--- src/verilog/bdd_params.svh ---
// Offsets, field positions, reset values and masks of the bridge register set
`ifndef BDD_PARAMS_SVH
`define BDD_PARAMS_SVH
`define BDD_WORD_BITS 16
`define BDD_ADDR_MSB 15
`define BDD_ADDR_LSB 12
`define BDD_WR_BIT 11
`define BDD_PAR_BIT 0
`define BDD_ADDR_CMD_B 4'h7
`define BDD_ADDR_RES_A 4'h8
`define BDD_ADDR_RES_B 4'h9
`define BDD_ADDR_MASK_A 4'ha
`define BDD_ADDR_MASK_B 4'hb
`define BDD_ADDR_FLT_A 4'hc
`define BDD_ADDR_FLT_B 4'hd
`define BDD_ADDR_FLT_C 4'he
`define BDD_ADDR_CTRL 4'hf
`define BDD_WMASK_CMD_B 16'h07de
`define BDD_WMASK_MASK_A 16'h019e
`define BDD_WMASK_MASK_B 16'h079e
`define BDD_WMASK_CTRL 16'h019e
`define BDD_RST_CMD_B 16'h0000
`define BDD_RST_MASK 16'h0000
`define BDD_RST_CTRL 16'h0080
`define BDD_RST_FLT 16'h0000
`define BDD_QUAD_MSB 4
`define BDD_QUAD_LSB 1
`define BDD_CB_PHASE 10
`define BDD_CT_BOOT_OFF 8
`define BDD_CT_HALT 7
`define BDD_MA_BOOT 8
`define BDD_MA_TW 7
`define BDD_MB_RO 10
`define BDD_MB_RU 9
`define BDD_MB_VS 8
`define BDD_MB_VLO 7
`define BDD_FB_RO 10
`define BDD_FB_RU 9
`define BDD_FC_SO 10
`define BDD_FC_SU 9
`define BDD_FC_VB 7
`define BDD_FC_VA 6
`define BDD_FC_OCB 3
`define BDD_FC_OCA 2
`define BDD_FC_OL 1
`define BDD_ST_FF 15
`define BDD_ST_POR 14
`define BDD_ST_SE 13
`define BDD_ST_OT 11
`define BDD_ST_TW 10
`define BDD_ST_VS 9
`define BDD_ST_VLO 8
`define BDD_ST_ETO 7
`define BDD_ST_VR 6
`define BDD_ST_LDF 4
`define BDD_ST_BSU 3
`define BDD_ST_GSU 2
`define BDD_ST_DSO 1
`endif

--- src/verilog/bdd_pkg.sv ---
// Types shared by the bridge register set
package bdd_pkg;
    typedef logic [15:0] bdd_word_t;
    typedef enum logic [1:0] {
        BDD_IDLE = 2'b01,
        BDD_SHIFT = 2'b10
    } bdd_link_e;
    typedef struct packed {
        logic [3:0] gate_uv;
        logic [3:0] drain_ov;
        logic reg_overvolt;
        logic reg_undervolt;
        logic batt_overvolt;
        logic batt_undervolt;
        logic boot_uv_phase_b;
        logic boot_uv_phase_a;
        logic overcurrent_phase_b;
        logic overcurrent_phase_a;
        logic load_missing_fault;
        logic thermal_warning;
        logic over_temperature_flag;
        logic logic_overvolt;
        logic enable_watchdog_expired;
    } bdd_fault_s;
    typedef struct packed {
        logic phase_b_link;
        logic phase_a_link;
        logic bridge_supply_disconnect;
        logic [1:0] low_sense_disconnect;
        logic phase_b_level;
        logic phase_a_level;
        logic amp_disconnect;
    } bdd_check_res_s;
    typedef struct packed {
        logic idle_test_phase_pick;
        logic verify_hs_phase_link;
        logic verify_ls_phase_link;
        logic verify_drain_overvolt;
        logic verify_overcurrent;
        logic verify_gate_undervolt;
        logic verify_on_load_missing;
        logic verify_off_source;
        logic verify_off_sink;
    } bdd_check_req_s;
    typedef struct packed {
        logic boot_mgr_off;
        logic halt_on_fault;
        logic [3:0] gate_cmd;
    } bdd_ctrl_s;
endpackage

--- src/verilog/bdd_link.sv ---
// Serial frame engine: pin synchronisers, receive and transmit shifters
`timescale 1ns/1ps
`include "bdd_params.svh"
module bdd_link
    import bdd_pkg::*;
(
    input wire logic clk_i,
    input wire logic rst_n_i,
    input wire logic strobe_n_i,
    input wire logic sck_i,
    input wire logic sdi_i,
    input wire bdd_word_t tx_word_i,
    output logic load_o,
    output logic done_o,
    output logic len_ok_o,
    output bdd_word_t rx_word_o,
    output logic sdo_o
);
    logic [2:0] stb_sync_ff;
    logic [2:0] sck_sync_ff;
    logic [1:0] sdi_sync_ff;
    bdd_link_e state_ff;
    logic [4:0] cnt_ff;
    bdd_word_t rx_ff;
    bdd_word_t tx_ff;
    logic sck_rise;
    logic sck_fall;
    logic stb_fall;
    logic stb_rise;

    // Stage 0 is read only by stage 1; edges come from stages 1 and 2
    always_ff @(posedge clk_i) begin
        if (!rst_n_i) begin
            stb_sync_ff <= 3'h7;
            sck_sync_ff <= 3'h0;
            sdi_sync_ff <= 2'h0;
        end else begin
            stb_sync_ff <= {stb_sync_ff[1:0], strobe_n_i};
            sck_sync_ff <= {sck_sync_ff[1:0], sck_i};
            sdi_sync_ff <= {sdi_sync_ff[0], sdi_i};
        end
    end

    assign sck_rise = sck_sync_ff[1] & ~sck_sync_ff[2];
    assign sck_fall = ~sck_sync_ff[1] & sck_sync_ff[2];
    assign stb_fall = ~stb_sync_ff[1] & stb_sync_ff[2];
    assign stb_rise = stb_sync_ff[1] & ~stb_sync_ff[2];

    always_ff @(posedge clk_i) begin
        if (!rst_n_i) begin
            state_ff <= BDD_IDLE;
            cnt_ff <= 5'h00;
            rx_ff <= 16'h0000;
            tx_ff <= 16'h0000;
            load_o <= 1'b0;
            done_o <= 1'b0;
            len_ok_o <= 1'b0;
            rx_word_o <= 16'h0000;
        end else begin
            load_o <= 1'b0;
            done_o <= 1'b0;
            unique case (state_ff)
                BDD_IDLE: begin
                    if (stb_fall) begin
                        state_ff <= BDD_SHIFT;
                        cnt_ff <= 5'h00;
                        load_o <= 1'b1;
                    end
                end
                BDD_SHIFT: begin
                    if (stb_rise) begin
                        state_ff <= BDD_IDLE;
                        done_o <= 1'b1;
                        len_ok_o <= (cnt_ff == 5'h10);
                        rx_word_o <= rx_ff;
                    end else begin
                        if (sck_rise) begin
                            rx_ff <= {rx_ff[14:0], sdi_sync_ff[1]};
                            if (cnt_ff != 5'h1f) begin
                                cnt_ff <= cnt_ff + 5'h01;
                            end
                        end
                        // Reply taken on the read-clear edge, so a fault set then is kept
                        if (load_o) begin
                            tx_ff <= tx_word_i;
                        end else if (sck_fall) begin
                            tx_ff <= {tx_ff[14:0], 1'b0};
                        end
                    end
                end
                default: state_ff <= BDD_IDLE;
            endcase
        end
    end

    // Most significant bit first; low outside a frame
    always_ff @(posedge clk_i) begin
        if (!rst_n_i) begin
            sdo_o <= 1'b0;
        end else begin
            sdo_o <= (state_ff == BDD_SHIFT) ? tx_ff[15] : 1'b0;
        end
    end
endmodule

--- src/verilog/bdd_regs.sv ---
// Diagnostic and control register set of the bridge driver, serial access
`timescale 1ns/1ps
`include "bdd_params.svh"
module bdd_regs
    import bdd_pkg::*;
(
    input wire logic MCLK_I,
    input wire logic NRST_I,
    input wire logic STROBE_N_I,
    input wire logic SCK_I,
    input wire logic SDI_I,
    output logic SDO_O,
    input wire bdd_fault_s FAULT_I,
    input wire bdd_check_res_s CHECK_RES_I,
    output bdd_check_req_s CHECK_REQ_O,
    output logic CHECK_START_O,
    output bdd_ctrl_s CTRL_O,
    output logic FAULT_STOP_O
);
    function automatic logic odd_par(input bdd_word_t w);
        odd_par = ~(^w[15:1]);
    endfunction

    function automatic bdd_word_t with_par(input bdd_word_t w);
        with_par = {w[15:1], odd_par(w)};
    endfunction

    function automatic logic is_mapped(input logic [3:0] a);
        is_mapped = (a >= `BDD_ADDR_CMD_B);
    endfunction

    bdd_fault_s flt_meta_ff;
    bdd_fault_s flt_ff;
    bdd_check_res_s res_meta_ff;
    bdd_check_res_s res_ff;
    bdd_word_t cmd_b_ff;
    bdd_word_t mask_a_ff;
    bdd_word_t mask_b_ff;
    bdd_word_t ctrl_ff;
    bdd_word_t flt_a_ff;
    bdd_word_t flt_b_ff;
    bdd_word_t flt_c_ff;
    logic por_ff;
    logic ser_err_ff;
    logic ot_ff;
    logic tw_ff;
    logic vlo_ff;
    logic eto_ff;
    logic start_ff;
    logic sel_sts_ff;
    logic [3:0] sel_addr_ff;
    bdd_word_t nxt_flt_a;
    bdd_word_t nxt_flt_b;
    bdd_word_t nxt_flt_c;
    bdd_word_t status_w;
    bdd_word_t res_a_w;
    bdd_word_t res_b_w;
    bdd_word_t rd_w;
    bdd_word_t tx_w;
    bdd_word_t rx_w;
    logic load;
    logic done;
    logic len_ok;
    logic rx_good;
    logic rx_wr;
    logic [3:0] rx_addr;
    logic clr_flt_a;
    logic clr_flt_b;
    logic clr_flt_c;
    logic clr_sts;
    logic sum_vs;
    logic sum_vr;
    logic sum_ldf;
    logic sum_bsu;
    logic sum_gsu;
    logic sum_dso;
    logic any_fault;

    bdd_link u_link (
        .clk_i(MCLK_I),
        .rst_n_i(NRST_I),
        .strobe_n_i(STROBE_N_I),
        .sck_i(SCK_I),
        .sdi_i(SDI_I),
        .tx_word_i(tx_w),
        .load_o(load),
        .done_o(done),
        .len_ok_o(len_ok),
        .rx_word_o(rx_w),
        .sdo_o(SDO_O)
    );

    // Detector lines are asynchronous to this clock
    always_ff @(posedge MCLK_I) begin
        if (!NRST_I) begin
            flt_meta_ff <= '0;
            flt_ff <= '0;
            res_meta_ff <= '0;
            res_ff <= '0;
        end else begin
            flt_meta_ff <= FAULT_I;
            flt_ff <= flt_meta_ff;
            res_meta_ff <= CHECK_RES_I;
            res_ff <= res_meta_ff;
        end
    end

    // Frame decode; a bad length or parity never writes
    assign rx_addr = rx_w[`BDD_ADDR_MSB:`BDD_ADDR_LSB];
    assign rx_wr = rx_w[`BDD_WR_BIT];
    assign rx_good = done & len_ok & (^rx_w);

    always_ff @(posedge MCLK_I) begin
        if (!NRST_I) begin
            cmd_b_ff <= `BDD_RST_CMD_B;
            start_ff <= 1'b0;
            CHECK_START_O <= 1'b0;
        end else begin
            start_ff <= 1'b0;
            // Start waits a cycle so it lands with the request bits on the port
            CHECK_START_O <= start_ff;
            if (rx_good && rx_wr && rx_addr == `BDD_ADDR_CMD_B) begin
                cmd_b_ff <= rx_w & `BDD_WMASK_CMD_B;
                // Phase pick alone starts nothing
                start_ff <= |(rx_w & `BDD_WMASK_CMD_B
                    & ~(16'h0001 << `BDD_CB_PHASE));
            end
        end
    end

    always_ff @(posedge MCLK_I) begin
        if (!NRST_I) begin
            mask_a_ff <= `BDD_RST_MASK;
            mask_b_ff <= `BDD_RST_MASK;
        end else if (rx_good && rx_wr) begin
            if (rx_addr == `BDD_ADDR_MASK_A) begin
                mask_a_ff <= rx_w & `BDD_WMASK_MASK_A;
            end
            if (rx_addr == `BDD_ADDR_MASK_B) begin
                mask_b_ff <= rx_w & `BDD_WMASK_MASK_B;
            end
        end
    end

    always_ff @(posedge MCLK_I) begin
        if (!NRST_I) begin
            ctrl_ff <= `BDD_RST_CTRL;
        end else if (rx_good && rx_wr && rx_addr == `BDD_ADDR_CTRL) begin
            ctrl_ff <= rx_w & `BDD_WMASK_CTRL;
        end
    end

    // Read clears at the start of the frame that carries the word out
    assign clr_flt_a = load & ~sel_sts_ff & (sel_addr_ff == `BDD_ADDR_FLT_A);
    assign clr_flt_b = load & ~sel_sts_ff & (sel_addr_ff == `BDD_ADDR_FLT_B);
    assign clr_flt_c = load & ~sel_sts_ff & (sel_addr_ff == `BDD_ADDR_FLT_C);
    assign clr_sts = load & sel_sts_ff;

    // Set beats clear so a fault in the read cycle is kept
    always_comb begin
        nxt_flt_a = flt_a_ff & {16{~clr_flt_a}};
        nxt_flt_b = flt_b_ff & {16{~clr_flt_b}};
        nxt_flt_c = flt_c_ff & {16{~clr_flt_c}};
        nxt_flt_a[`BDD_QUAD_MSB:`BDD_QUAD_LSB] = nxt_flt_a[`BDD_QUAD_MSB:`BDD_QUAD_LSB]
            | (flt_ff.gate_uv & ~mask_a_ff[`BDD_QUAD_MSB:`BDD_QUAD_LSB]);
        nxt_flt_b[`BDD_QUAD_MSB:`BDD_QUAD_LSB] = nxt_flt_b[`BDD_QUAD_MSB:`BDD_QUAD_LSB]
            | (flt_ff.drain_ov & ~mask_b_ff[`BDD_QUAD_MSB:`BDD_QUAD_LSB]);
        nxt_flt_b[`BDD_FB_RO] = nxt_flt_b[`BDD_FB_RO]
            | (flt_ff.reg_overvolt & ~mask_b_ff[`BDD_MB_RO]);
        nxt_flt_b[`BDD_FB_RU] = nxt_flt_b[`BDD_FB_RU]
            | (flt_ff.reg_undervolt & ~mask_b_ff[`BDD_MB_RU]);
        nxt_flt_c[`BDD_FC_SO] = nxt_flt_c[`BDD_FC_SO]
            | (flt_ff.batt_overvolt & ~mask_b_ff[`BDD_MB_VS]);
        nxt_flt_c[`BDD_FC_SU] = nxt_flt_c[`BDD_FC_SU]
            | (flt_ff.batt_undervolt & ~mask_b_ff[`BDD_MB_VS]);
        nxt_flt_c[`BDD_FC_VB] = nxt_flt_c[`BDD_FC_VB]
            | (flt_ff.boot_uv_phase_b & ~mask_a_ff[`BDD_MA_BOOT]);
        nxt_flt_c[`BDD_FC_VA] = nxt_flt_c[`BDD_FC_VA]
            | (flt_ff.boot_uv_phase_a & ~mask_a_ff[`BDD_MA_BOOT]);
        // No mask exists for overcurrent or open load
        nxt_flt_c[`BDD_FC_OCB] = nxt_flt_c[`BDD_FC_OCB] | flt_ff.overcurrent_phase_b;
        nxt_flt_c[`BDD_FC_OCA] = nxt_flt_c[`BDD_FC_OCA] | flt_ff.overcurrent_phase_a;
        nxt_flt_c[`BDD_FC_OL] = nxt_flt_c[`BDD_FC_OL] | flt_ff.load_missing_fault;
    end

    always_ff @(posedge MCLK_I) begin
        if (!NRST_I) begin
            flt_a_ff <= `BDD_RST_FLT;
            flt_b_ff <= `BDD_RST_FLT;
            flt_c_ff <= `BDD_RST_FLT;
        end else begin
            flt_a_ff <= nxt_flt_a;
            flt_b_ff <= nxt_flt_b;
            flt_c_ff <= nxt_flt_c;
        end
    end

    // Status-only flags latch; cleared by the frame that reads status
    always_ff @(posedge MCLK_I) begin
        if (!NRST_I) begin
            por_ff <= 1'b1;
            ser_err_ff <= 1'b0;
            ot_ff <= 1'b0;
            tw_ff <= 1'b0;
            vlo_ff <= 1'b0;
            eto_ff <= 1'b0;
        end else begin
            por_ff <= por_ff & ~clr_sts;
            ser_err_ff <= (ser_err_ff & ~clr_sts) | (done & ~rx_good);
            ot_ff <= (ot_ff & ~clr_sts) | flt_ff.over_temperature_flag;
            tw_ff <= (tw_ff & ~clr_sts)
                | (flt_ff.thermal_warning & ~mask_a_ff[`BDD_MA_TW]);
            vlo_ff <= (vlo_ff & ~clr_sts)
                | (flt_ff.logic_overvolt & ~mask_b_ff[`BDD_MB_VLO]);
            eto_ff <= (eto_ff & ~clr_sts) | flt_ff.enable_watchdog_expired;
        end
    end

    // Summaries follow the latched fault words directly
    assign sum_vs = flt_c_ff[`BDD_FC_SO] | flt_c_ff[`BDD_FC_SU];
    assign sum_vr = flt_b_ff[`BDD_FB_RO] | flt_b_ff[`BDD_FB_RU];
    assign sum_ldf = flt_c_ff[`BDD_FC_OCB] | flt_c_ff[`BDD_FC_OCA]
        | flt_c_ff[`BDD_FC_OL];
    assign sum_bsu = flt_c_ff[`BDD_FC_VB] | flt_c_ff[`BDD_FC_VA];
    assign sum_gsu = |flt_a_ff[`BDD_QUAD_MSB:`BDD_QUAD_LSB];
    assign sum_dso = |flt_b_ff[`BDD_QUAD_MSB:`BDD_QUAD_LSB];
    assign any_fault = ot_ff | sum_vs | sum_vr | sum_ldf | sum_bsu | sum_gsu | sum_dso
        | vlo_ff | eto_ff;

    always_comb begin
        status_w = 16'h0000;
        status_w[`BDD_ST_FF] = por_ff | ser_err_ff | tw_ff | any_fault;
        status_w[`BDD_ST_POR] = por_ff;
        status_w[`BDD_ST_SE] = ser_err_ff;
        status_w[`BDD_ST_OT] = ot_ff;
        status_w[`BDD_ST_TW] = tw_ff;
        status_w[`BDD_ST_VS] = sum_vs;
        status_w[`BDD_ST_VLO] = vlo_ff;
        status_w[`BDD_ST_ETO] = eto_ff;
        status_w[`BDD_ST_VR] = sum_vr;
        status_w[`BDD_ST_LDF] = sum_ldf;
        status_w[`BDD_ST_BSU] = sum_bsu;
        status_w[`BDD_ST_GSU] = sum_gsu;
        status_w[`BDD_ST_DSO] = sum_dso;
    end

    // Check results only mirror the detectors; nothing written sticks
    assign res_a_w = {9'h000, res_ff.phase_b_link, res_ff.phase_a_link,
        res_ff.bridge_supply_disconnect, 1'b0, res_ff.low_sense_disconnect,
        1'b0};
    assign res_b_w = {10'h000, res_ff.phase_b_level, res_ff.phase_a_level,
        2'h0, res_ff.amp_disconnect, 1'b0};

    always_comb begin
        rd_w = 16'h0000;
        unique case (sel_addr_ff)
            `BDD_ADDR_CMD_B: rd_w = cmd_b_ff;
            `BDD_ADDR_RES_A: rd_w = res_a_w;
            `BDD_ADDR_RES_B: rd_w = res_b_w;
            `BDD_ADDR_MASK_A: rd_w = mask_a_ff;
            `BDD_ADDR_MASK_B: rd_w = mask_b_ff;
            `BDD_ADDR_FLT_A: rd_w = flt_a_ff;
            `BDD_ADDR_FLT_B: rd_w = flt_b_ff;
            `BDD_ADDR_FLT_C: rd_w = flt_c_ff;
            `BDD_ADDR_CTRL: rd_w = ctrl_ff;
            default: rd_w = 16'h0000;
        endcase
        rd_w[`BDD_ADDR_MSB:`BDD_ADDR_LSB] = sel_addr_ff;
        rd_w[`BDD_WR_BIT] = 1'b0;
        tx_w = with_par(sel_sts_ff ? status_w : rd_w);
    end

    // Reply is chosen by the previous frame; writes and errors return status
    always_ff @(posedge MCLK_I) begin
        if (!NRST_I) begin
            sel_sts_ff <= 1'b1;
            sel_addr_ff <= 4'h0;
        end else if (done) begin
            sel_sts_ff <= ~rx_good | rx_wr | ~is_mapped(rx_addr);
            sel_addr_ff <= rx_addr;
        end
    end

    // Halt only when enabled; otherwise faults are just reported
    always_ff @(posedge MCLK_I) begin
        if (!NRST_I) begin
            FAULT_STOP_O <= 1'b0;
            CTRL_O <= '0;
            CHECK_REQ_O <= '0;
        end else begin
            FAULT_STOP_O <= ctrl_ff[`BDD_CT_HALT] & any_fault;
            CTRL_O.boot_mgr_off <= ctrl_ff[`BDD_CT_BOOT_OFF];
            CTRL_O.halt_on_fault <= ctrl_ff[`BDD_CT_HALT];
            CTRL_O.gate_cmd <= ctrl_ff[`BDD_QUAD_MSB:`BDD_QUAD_LSB]
                & {4{~(ctrl_ff[`BDD_CT_HALT] & any_fault)}};
            CHECK_REQ_O <= {cmd_b_ff[`BDD_CB_PHASE:6], cmd_b_ff[4:1]};
        end
    end
endmodule
--- config.mk ---
export PLATFORM = sky130hd
export DESIGN_NAME = bdd_regs
export DESIGN_NICKNAME = d
export VERILOG_FILES = /design/src/verilog/bdd_pkg.sv /design/src/verilog/bdd_link.sv /design/src/verilog/bdd_regs.sv
export VERILOG_INCLUDE_DIRS = /design/src /design/src/verilog
export SDC_FILE = /design/constraint.sdc
export NUM_CORES = 1
export LEC_CHECK = 0
export BUFFER_PORTS_ARGS = -buffer_cell sky130_fd_sc_hd__buf_2
export CAP_MARGIN = 20
export CORE_MARGIN = 3
export CORE_UTILIZATION = 60
export DETAILED_ROUTE_END_ITERATION = 10
export PLACE_DENSITY_LB_ADDON = 0.08
export SLEW_MARGIN = 10
export SYNTH_ARGS = -nofsm -noshare
export SYNTH_HDL_FRONTEND = slang
export SYNTH_SLANG_ARGS = --single-unit
--- constraint.sdc ---
create_clock -name MCLK_I -period 6.2 [get_ports MCLK_I]
set_input_delay 0.93 -clock MCLK_I [delete_from_list [all_inputs] [get_ports MCLK_I]]
set_output_delay 0.93 -clock MCLK_I [all_outputs]
set_load 0.02 [all_outputs]
-- Word-level counts from Yosys, hierarchy flattened
Cells that the tools add are included.
- add/subtract/negate cells: 1
- magnitude comparators: 1
- eq/ne operators: 22
- mux-type cells: 14
- bitwise logic cells: 89
- reduce and logical (&&, ||, !) cells: 20
- operators with widths (operator ; number):
    case mux 11 bit (9 select lines) ; 1
    AND 16 bit ; 3
    two-way mux 16 bit ; 3
    == test 4 bit, second input constant ; 11
    bitwise OR 1 bit ; 32
    AND 1 bit ; 27
    two-way mux 5 bit ; 4
    NOT 1 bit ; 20
    parity 16 bit ; 1
    parity 15 bit ; 1
    AND reduction 2 bit ; 7
    AND 4 bit ; 3
    case mux 5 bit (2 select lines) ; 1
    == test 4 x 3 -> 1 bit, second input constant ; 2
    != test 2 x 1 -> 1 bit, second input constant ; 4
    NOT 4 bit ; 2
    bitwise OR 4 bit ; 2
    OR reduction 4 bit ; 2
    OR reduction 8 bit ; 1
    AND reduction 3 bit ; 2
    adder 5 x 1 -> 5 bit, second input constant ; 1
    == test 5 bit, second input constant ; 1
    != test 5 bit, second input constant ; 1
    AND reduction 5 bit ; 1
    other kinds (9) ; 14
- register bits after elaboration: 231
- bits of input ports: 34
- output and inout bits: 18
- logic and storage cells: 233

-- Logic depth before layout (Yosys ltp)
Gate-level depths: netlist of the first run.
- depth in word-level cells: 14
- mapped depth: 11

-- Hierarchy
From an unflattened synthesis of the first run, not the netlist that was laid out.
- cells, all modules: 854
- area, all modules: 8296.7 um2
- modules (own cells, without submodules) (module ; times used ; cells each ; area each (um2) ; sequential area each (um2)):
    bdd_regs ; 1 ; 588 ; 5704.2 ; 2922.8
    bdd_link ; 1 ; 266 ; 2592.5 ; 1341.3

-- Worst setup path before layout of the first run
Ideal clock, no wire load.
- kind: register to register
- start: reg sel_addr_ff[2]
- end: reg u_link.tx_ff[0]
- setup time: 0.115 ns
- arrival time: 2.217 ns
- data required time: 6.085 ns
- path slack: 3.868 ns
- stages on the path, launching flop included: 10
- buffers on the path: 1
- clock period less this slack: 2.332 ns
- path through: dfxtp_1 > buf_6 > and2b_4 > and2_4 > a221oi_2 > o2bb2ai_1 > a22oi_1 > xnor3_1 > xnor3_1 > a31o_1
- cells in the longest elaborated chain, start to end: 6
- elaborated cells on any way between the ends: 14
- those cells by class: eq/ne: 9; mux: 3; bitwise: 1; reduce/logical: 1
- RTL lines (item ; RTL line ; text):
    from (decl) ; bdd_regs.sv:51 ; logic [3:0] sel_addr_ff;
    from (signal assigned) ; bdd_regs.sv:280 ; sel_addr_ff <= rx_addr;
    == test 4 bit / == test 4 x 3 -> 1 bit (equally long branches) ; bdd_regs.sv:256 ; unique case (sel_addr_ff)
    case mux 11 bit (9 select lines) ; bdd_regs.sv:256 ;
    two-way mux 16 bit * ; bdd_regs.sv:270 ; tx_w = with_par(sel_sts_ff ? status_w : rd_w);
    parity 15 bit * ; bdd_regs.sv:21 ; odd_par = ~(^w[15:1]);
    NOT 1 bit * ; bdd_regs.sv:21 ;
    two-way mux 16 bit * ; bdd_link.sv:84 ; if (load_o) begin
    to (signal assigned) ; bdd_link.sv:85 ; tx_ff <= tx_word_i;
    to (signal assigned) ; bdd_link.sv:87 ; tx_ff <= {tx_ff[14:0], 1'b0};
    to (decl) ; bdd_link.sv:25 ; bdd_word_t tx_ff;
Mark *: on every way between the ends. The rest lies on a longest branch, timed or not.
A chain may end at the register's enable or synchronous reset.

-- Final worst setup path of the first run
Same ends and word-level chain as after synthesis.

==> results of run 1 <==
final cells by class:
cell class	instances	area (um2)
multi-input cells	594	3603
clock inverters	12	111.4
clock buffers	26	584.3
flip-flops and latches	213	4264
well taps	176	220.2
fillers	1054	4114
repair buffers	59	322.8
inverters	34	127.6
cell usage after synthesis, types with 2 or more instances:
cell type,count
nand2_1,97
a31oi_1,7
xor2_1,4
buf_6,4
nor2_1,87
a21o_1,2
o21ai_0,12
and2_1,68
o21ai_1,10
and3_1,18
nor3_1,7
a21oi_1,90
mux2i_1,44
o22ai_1,7
ha_1,12
nand4_1,5
o211ai_1,2
nand3_1,9
nor4_1,4
clkbuf_1,39
a211oi_1,6
buf_2,5
dfxtp_1,213
nor3b_1,5
and4b_1,2
xnor2_1,19
o32ai_1,7
xnor3_1,2
nand3b_1,9
nor2b_1,17
inv_1,33
buf_4,3
nand2b_1,10
a22oi_1,10
cells by family after synthesis:
kind of cell / count (synthesis)
AOI/OAI and AO/OA: 163
xor gates and xnor gates: 26
adders and majority gates: 12
buffers and inverters: 86
DFF: 213
muxes: 45
and+or+nand+nor: 348
sequential cells by signal, indices dropped and copies added (netlist names), 5 cells and up:
register,flops
flt_ff,21
flt_meta_ff,21
u_link.rx_ff,16
u_link.rx_word_o,16
u_link.tx_ff,16
flt_a_ff,10
flt_b_ff,10
flt_c_ff,10
CHECK_REQ_O,9
cmd_b_ff,9
mask_b_ff,8
res_meta_ff,8
CTRL_O,6
ctrl_ff,6
mask_a_ff,6
res_a_w,5
u_link.cnt_ff,5
where the power goes:
part | leakage (uW) | switching, uW | internal [uW]
clock | 0.000337 | 525 | 722
sequential | 0.00173 | 15.4 | 1400
combinational | 0.00164 | 61.5 | 54.0
metal layers:
metal / share of wire [%] / global-route usage (%) / wire [um]
met3: 4.9 / 3.294 / 931
met4: 2.5 / 6.851 / 476
met2: 46 / 39.52 / 8732
met1: 47 / 35.95 / 8828
met5: 0 / 0 / 0
stage by stage:
stage,area (um2),utilization [%]
final,9234,69.18
after CTS,9211,69.01
after detailed placement,8516,63.80
after floorplan,8238,-
after global routing,9234,69.18
after global placement,8516,63.80
how the worst min path moves through the flow:
stage	endpoint	slack (ns)
2_1_floorplan	u_link.stb_sync_ff[1]	0.39
3_3_place_gp	u_link.stb_sync_ff[1]	0.40
3_5_place_dp	u_link.stb_sync_ff[1]	0.39
4_1_cts	u_link.stb_sync_ff[1]	0.41
5_1_grt	u_link.stb_sync_ff[1]	0.42
6_report	u_link.stb_sync_ff[1]	0.41
==> flow_summary.toml, run 1 <==
[logic_synthesis]
synth_warnings = 0
synth_nets = 939
synth_top_cell_by_area = "dfxtp_1"
synthTopCellsByArea = "dfxtp_1, a21oi_1, mux2i_1"
synth-compound-area-share_pct = 11.79
synthAdderAreaFrac_pct = 1.823
synthXorXnorAreaFrac_pct = 3.190
yosys.area.top_type_share_pct = 51.76
avgSynthCellArea_um2 = 9.225
syn-cell-area_mm2 = 0.008238
synthSimpleGateAreaFrac_pct = 21.32
synthCells = 893
yosysSeqAreaShare_pct = 51.76
synth_flop_cell = "dfxtp_1"
synth_mux_area_share_pct = 5.620
synth-edff-count = 0
synth_seq_cells = 213
synth_top_family_by_area = "simple AND/OR/NAND/NOR gates"
ys_async_sr_fraction_pct = 0
ys_types = 58

[clock_network]
h-tree-depth = 1
cts.sinks = 213
holdBufCountCts = 0
post_cts_buffers = 0
clock_path_buffers = 3
cts_tree = "yes"
cts_resized = 0
root_buffer = "clkbuf_16"
cts_made_buffers = 21
clkTransAtPathRegs_ns = 0.06
clock_latency_ns = 0.49

[critical_path]
path_cells = "nand3_4 -> a21oi_4 -> o21ai_2 -> xor2_1 -> xnor2_1 -> xnor3_1 -> xnor3_1 -> a31o_1"
path_common_cell = "xnor3_1"
r2r-end = "u_link.tx_ff[0]"
r2r_slack_ns = 2.94
critPathKind = "flop to flop"
startpoint = "sel_addr_ff[2]"
start_kind = "flop"
r2r_cells = 8
cp_top_family = "XOR/XNOR gates"
critPathCapture = "u_link.tx_ff[0]"
crit_buf_inv = 0
slowest_stage = "dfxtp_1"
cp_max_fo = 27
critPathMaxStageDelay_ns = 1.05
crit_cells = 8
required_ns = 6.58
timing.rr.start = "sel_addr_ff[2]"
crit_path_end_kind = "flop"
arrival_ns = 3.64

[drt]
remaining_drc_errors = 0
via_per_inst = 5.564
post_drt_wl_per_cell_um = 17.03
first_pass_iters = 5
num_vias = 6198
drt_iter0_drc = 473
ant_nets = 0
routed_wl_mm = 18.97

[run]
maxCapViolations = 0

[timing]
fin_tns_setup_ns = 0
timing.slew.headroom_pct = 26.38
grt_setup_unrepaired = "no"
drv_slew = 0
setup_viol = 0
tightestPinTransition_ns = 1.103
finalCritPeriodShare_pct = 52.54
whs_ns = 0.4078
finalCriticalPeriod_ns = 3.257
clock.fmax_mhz = 307.0
hold_viol = 0
fin_skew_ns = 0.007694
fin_ws_ns = 2.943

[cells_and_area]
final_cells = 1114
fin_nets = 969
final_common_cell = "dfxtp_1"
synthToLayoutAreaGrowth_pct = 12.09
drive_above_1_share_pct = 11.73
antenna_cells = 0
layout.cells.most_common_list = "dfxtp_1, nand2_1, a21oi_1"

[global_routing]
antenna_found_initial = 0
grt_max_degree = 83
grt_use_total_pct = 24.94
grt_pass1_vias = 5725
grt_pass1_wl_mm = 29.84
globalRoute.totalOverflow = 0

[floorplanning]
row_count = 42
core-area_mm2 = 0.01335
start_util_pct = 61.72
pin_count = 52
dieArea_mm2 = 0.01517
fp.dieW_um = 123.2
die_h_um = 123.2

[placement]
dp_slack_ns = 2.911
dp_hpwl_mm = 13.53
gp_congestion = 1.016
io_buffer_count = 51
place_inst = 1074

[min_path]
hp-class = "flop to flop"
min_from = "u_link.stb_sync_ff[0]"
min_path_cells = 1

[power]
leakage_uw = 0.003708
totalPowerFinal_uw = 2775
irDropWorstVdd_mv = 0.2217
powerDensity_mw_per_mm2 = 300.5

[outcome]
outcome = "complete, no violations"
No activity file was read; power rests on OpenSTA's default activity.
==> inputs of run 2 (changes only) <==
- clock period: 6.2 -> 3.4 ns (I/O delays scaled with it)
==> run 2 against run 1 <==
Flip-flop and latch count unchanged. Critical path type unchanged. Global-route usage is 1.2 points higher. Final cell count increased by 0.81%. Total power is 89% higher. Via count rose by 1.0%. Clock-buffer cell count rose by 9. Register-to-register slack worse by 2.6 ns. Clock skew grew 0.0093 ns. Critical path depth is 1 higher. Wire length increased by 3.4%. Setup slack lost 2.6 ns. Hold slack lost 0.21 ns.
==> flow_summary.toml, run 2 (same netlist as run 1, synthesis figures left out) <==
[critical_path]
crit_path_end_kind = "flop"
arrival_ns = 3.40
start_kind = "flop"
crit_buf_inv = 1
path_common_cell = "xnor3_1"
required_ns = 3.79
timing.rr.start = "sel_addr_ff[1]"
r2r_slack_ns = 0.39
cp_top_family = "compound AO/OA/AOI/OAI gates"
critPathKind = "flop to flop"
slowest_stage = "dfxtp_1"
r2r_cells = 9
critPathMaxStageDelay_ns = 0.64
r2r-end = "u_link.tx_ff[0]"
cp_max_fo = 16
path_cells = "buf_4 -> nand3b_1 -> o21ai_1 -> a221oi_2 -> o2bb2ai_1 -> a22oi_1 -> xnor3_1 -> xnor3_1 -> a31o_1"

[clock_network]
h-tree-depth = 1
root_buffer = "clkbuf_16"
cts_tree = "yes"
cts.sinks = 213
clock_path_buffers = 3
holdBufCountCts = 0
cts_made_buffers = 22
post_cts_buffers = 0
clkTransAtPathRegs_ns = 0.06
cts_resized = 0
clock_latency_ns = 0.51

[placement]
dp_slack_ns = 0.4412
dp_hpwl_mm = 13.97
gp_congestion = 0.9473
io_buffer_count = 51

[floorplanning]
row_count = 42
core-area_mm2 = 0.01335
start_util_pct = 61.72
fp.dieW_um = 123.2
pin_count = 52
dieArea_mm2 = 0.01517
die_h_um = 123.2

[drt]
via_per_inst = 5.577
drt_iter0_drc = 483
num_vias = 6263
ant_nets = 0
first_pass_iters = 7
post_drt_wl_per_cell_um = 17.46
remaining_drc_errors = 0
routed_wl_mm = 19.61

[min_path]
hp-class = "primary input to flop"
min_path_cells = 2
hold_end = "u_link.stb_sync_ff[0]"
min_from = "STROBE_N_I"

[power]
combPwrFrac_pct = 4.0
seqPwrFrac_pct = 49.1
irDropWorstVdd_mv = 0.4557
p_clk_share_pct = 46.8
leakage_uw = 0.003785
p_switching_uw = 1079
internal-power_uw = 4172
swShare_pct = 20.55
powerDensity_mw_per_mm2 = 560.6

[cells_and_area]
fin_nets = 978
drive_above_1_share_pct = 12.14
layout.cells.most_common_list = "dfxtp_1, nand2_1, a21oi_1"
multi_input_area_mm2 = 0.003603
synthToLayoutAreaGrowth_pct = 13.70
final_common_cell = "dfxtp_1"
top_regs = "flt_ff x21, flt_meta_ff x21"
regArea_mm2 = 0.004264
antenna_cells = 0
fillCellCount = 996

[timing]
clock.fmax_mhz = 332.3
hold_viol = 0
tightestPinTransition_ns = 0.7178
drv_slew = 0
fin_ws_ns = 0.3910
setup_viol = 0
timing.slew.headroom_pct = 52.08
fin_tns_setup_ns = 0
finalCriticalPeriod_ns = 3.009
finalCritPeriodShare_pct = 88.50
fin_skew_ns = 0.01699
grt_setup_unrepaired = "no"

[outcome]
outcome = "complete, no violations"

[global_routing]
antenna_found_initial = 1
grt_pass1_wl_mm = 31.22
globalRoute.totalOverflow = 0
grt_use_total_pct = 26.12
grt_pass1_vias = 6104
grt_max_degree = 82

[run]
maxCapViolations = 0
run 2: changes by cell type in the layout (fill, tap and decap cells not counted), sizes merged:
cell	delta
bufinv	+1
clkbuf	+9
clkinv	-3
buf	+8
inv	-4
clkinvlp	-2
run 2: power groups by stage:
stage / Combinational, uW / Sequential, uW / Clock (uW)
6_report: 211 / 2580 / 2460
5_1_grt: 236 / 2580 / 2600
4_1_cts: 212 / 2580 / 2490
3_5_place_dp: 211 / 2630 / 0
3_3_place_gp: 204 / 2630 / 0
2_1_floorplan: 153 / 2620 / 0
run 2: worst max path at each step:
stage                              start         endpoint  slack (ns)  cells past startpoint
final                     sel_addr_ff[1]  u_link.tx_ff[0]        0.39                      9
after floorplan           sel_addr_ff[2]  u_link.tx_ff[0]        1.07                      9
after detailed placement  sel_addr_ff[1]  u_link.tx_ff[0]        0.44                      9
after global routing      sel_addr_ff[0]  u_link.tx_ff[0]        0.24                      8
after CTS                 sel_addr_ff[1]  u_link.tx_ff[0]        0.42                      9
after global placement    sel_addr_ff[0]  u_link.tx_ff[0]        0.48                      8
run 2: worst reg2reg max path: stages, from the launching register on:
cell and delay, ns:
dfxtp_1 0.64, buf_4 0.33, nand3b_1 0.14, o21ai_1 0.09, a221oi_2 0.32, o2bb2ai_1 0.13, a22oi_1 0.23, xnor3_1 0.46
xnor3_1 0.34, a31o_1 0.22
run 2: final cells by class:
type	count	area share (%)
clock inverters	4	0.8950
well taps	176	2.351
flip-flops and latches	213	45.52
clock buffers	35	7.254
repair buffers	67	4.141
inverters	34	1.363
multi-input cells	594	38.47
run 2: stage by stage:
step,cells,hold slack (ns),utilization (%),total power [uW],cell area (um2)
CTS,1123,0.1814,70.17,5278,9366
finish,1123,0.1934,70.17,5251,9366
global placement,1084,0.3961,64.45,2838,8603
global route,1123,0.1904,70.17,5417,9366
floorplan,893,0.3863,-,2775,8238
detailed placement,1084,0.4011,64.45,2845,8603
run 2: per-layer routing:
layer	up-vias	share of wire, %	global-route usage [%]
li1	3075	-	-
met1	2958	46	36.36
met2	189	47	42.98
met3	41	5.4	3.431
met4	0	2.4	7.059
met5	-	0	0
==> inputs of run 3 (changes only) <==
--- a/config.mk
+++ b/config.mk
@@ -10,5 +10,5 @@
 export CAP_MARGIN = 20
 export CORE_MARGIN = 3
-export CORE_UTILIZATION = 60
+export CORE_UTILIZATION = 51
 export DETAILED_ROUTE_END_ITERATION = 10
 export PLACE_DENSITY_LB_ADDON = 0.08
==> constraint.sdc (replaced) <==
create_clock -name MCLK_I -period 3.4 [get_ports MCLK_I]
set_input_delay 0.51 -clock MCLK_I [delete_from_list [all_inputs] [get_ports MCLK_I]]
set_output_delay 0.51 -clock MCLK_I [all_outputs]
set_load 0.1 [all_outputs]
==> run 3 against run 2 <==
Global-route usage is 4.4 points lower. Register-to-register slack worse by 0.04 ns. Combinational power is 8% higher.
==> flow_summary.toml, run 3 (same netlist as run 1, synthesis figures left out) <==
[floorplanning]
pin_count = 52
row_count = 45
core-area_mm2 = 0.01548
dieArea_mm2 = 0.01771
die_h_um = 133.1
start_util_pct = 53.20
fp.dieW_um = 133.1

[drt]
drt_iter0_drc = 345
routed_wl_mm = 19.61
via_per_inst = 5.307
post_drt_wl_per_cell_um = 16.92
first_pass_iters = 5
remaining_drc_errors = 0
ant_nets = 0
num_vias = 6151

[placement]
place_inst = 1117
io_buffer_count = 51
dp_hpwl_mm = 14.07
gp_congestion = 0.9318
place_area_mm2 = 0.008645

[clock_network]
cts_tree = "yes"
post_cts_buffers = 0
cts.sinks = 213
h-tree-depth = 1
root_buffer = "clkbuf_16"
clock_path_buffers = 3
cts_made_buffers = 23
holdBufCountCts = 0
clock_latency_ns = 0.51
cts_resized = 0
clkTransAtPathRegs_ns = 0.06

[critical_path]
start_kind = "flop"
crit_path_end_kind = "flop"
critPathMaxStageDelay_ns = 0.84
path_cells = "nand3_4 -> a21oi_4 -> o21ai_2 -> xor2_1 -> xnor2_1 -> xnor3_1 -> xnor3_1 -> a31o_1"
cp_max_fo = 19
arrival_ns = 3.45
r2r_cells = 8
path_common_cell = "xnor3_1"
critPathKind = "flop to flop"
crit_cells = 8
slowest_stage = "dfxtp_1"
crit_buf_inv = 0
cp_top_family = "XOR/XNOR gates"
required_ns = 3.80

[run]
maxCapViolations = 0

[timing]
finalCritPeriodShare_pct = 89.71
setup_viol = 0
grt_setup_unrepaired = "no"
fin_skew_ns = 0.01011
finalCriticalPeriod_ns = 3.050
drv_slew = 0
fin_tns_setup_ns = 0
tightestPinTransition_ns = 0.7979
clock.fmax_mhz = 327.8
hold_viol = 0
timing.slew.headroom_pct = 46.73

[global_routing]
grt_use_total_pct = 21.76
globalRoute.totalOverflow = 0
grt_pass1_vias = 5848
grt_pass1_wl_mm = 31.04
grt_max_degree = 106
antenna_found_initial = 0

[cells_and_area]
final_common_cell = "dfxtp_1"
drive_above_1_share_pct = 12.45
final_cell_area_mm2 = 0.009420
synthToLayoutAreaGrowth_pct = 14.35
fin_nets = 977
antenna_cells = 0
final_cells = 1159
layout.cells.most_common_list = "dfxtp_1, nand2_1, a21oi_1"
top_regs = "flt_ff x21, flt_meta_ff x21"

[power]
irDropWorstVdd_mv = 0.4415
leakage_uw = 0.003795
totalPowerFinal_uw = 5314
powerDensity_mw_per_mm2 = 564.1

[min_path]
hp-class = "primary input to flop"
min_path_cells = 2

[outcome]
outcome = "complete, no violations"
[run 3: cell types whose count changed in the layout (fill, tap and decap cells not counted)]
cell,delta
buf_12,+1
buf_4,-3
bufinv_16,+1
clkbuf_1,-2
clkbuf_16,+1
clkbuf_8,-7
clkinv_2,+8
clkinv_4,+1
clkinv_8,-1
inv_16,+1
inv_6,+1
[run 3: area by class of cell]
type / count / area, um2
fill: 1318 / 6063
sequential: 213 / 4264
multi-input combinational: 594 / 3603
clock buffer: 27 / 600.6
timing repair buffer: 65 / 385.4
tap: 211 / 264.0
clock inverter: 15 / 175.2
inverter: 34 / 127.6
[run 3: final timing paths]
| path | start | end | slack (ns) |
|---|---|---|---|
| setup / recovery | sel_addr_ff[2] | u_link.tx_ff[0] | 0.35 |
| hold / removal | STROBE_N_I | u_link.stb_sync_ff[0] | 0.18 |
| setup reg to reg | sel_addr_ff[2] | u_link.tx_ff[0] | 0.35 |
| hold reg to reg | u_link.stb_sync_ff[0] | u_link.stb_sync_ff[1] | 0.41 |
[run 3: worst register-to-register path: cells and delay by family (launching register included)]
family	cells	cell delay, ns
xor gates and xnor gates	4	1.10
DFF	1	0.84
and+or+nand+nor	1	0.25
AOI/OAI and AO/OA	3	0.75
[run 3: stage by stage]
stage | worst slack (ns) | util [%] | hold WS, ns
2_1_floorplan | 1.068 | - | 0.3863
3_3_place_gp | 0.4642 | 55.83 | 0.4020
3_5_place_dp | 0.3624 | 55.83 | 0.3964
4_1_cts | 0.3355 | 60.84 | 0.1722
5_1_grt | 0.1575 | 60.84 | 0.1856
6_report | 0.3498 | 60.84 | 0.1844
[run 3: report_power, final]
part           internal, uW  total, uW  switching [uW]
Sequential             2550       2580            29.9
Clock                  1510       2510             997
Combinational           105        228             123
[run 3: per-layer routing]
layer	GRT usage [%]	wire [um]	part of all wire, %	vias up
li1	-	-	-	3078
met1	30.96	9229	47	2909
met2	35.30	9212	47	134
met3	3.323	782	4.0	30
met4	4.857	388	2.0	0
met5	0	0	0	-
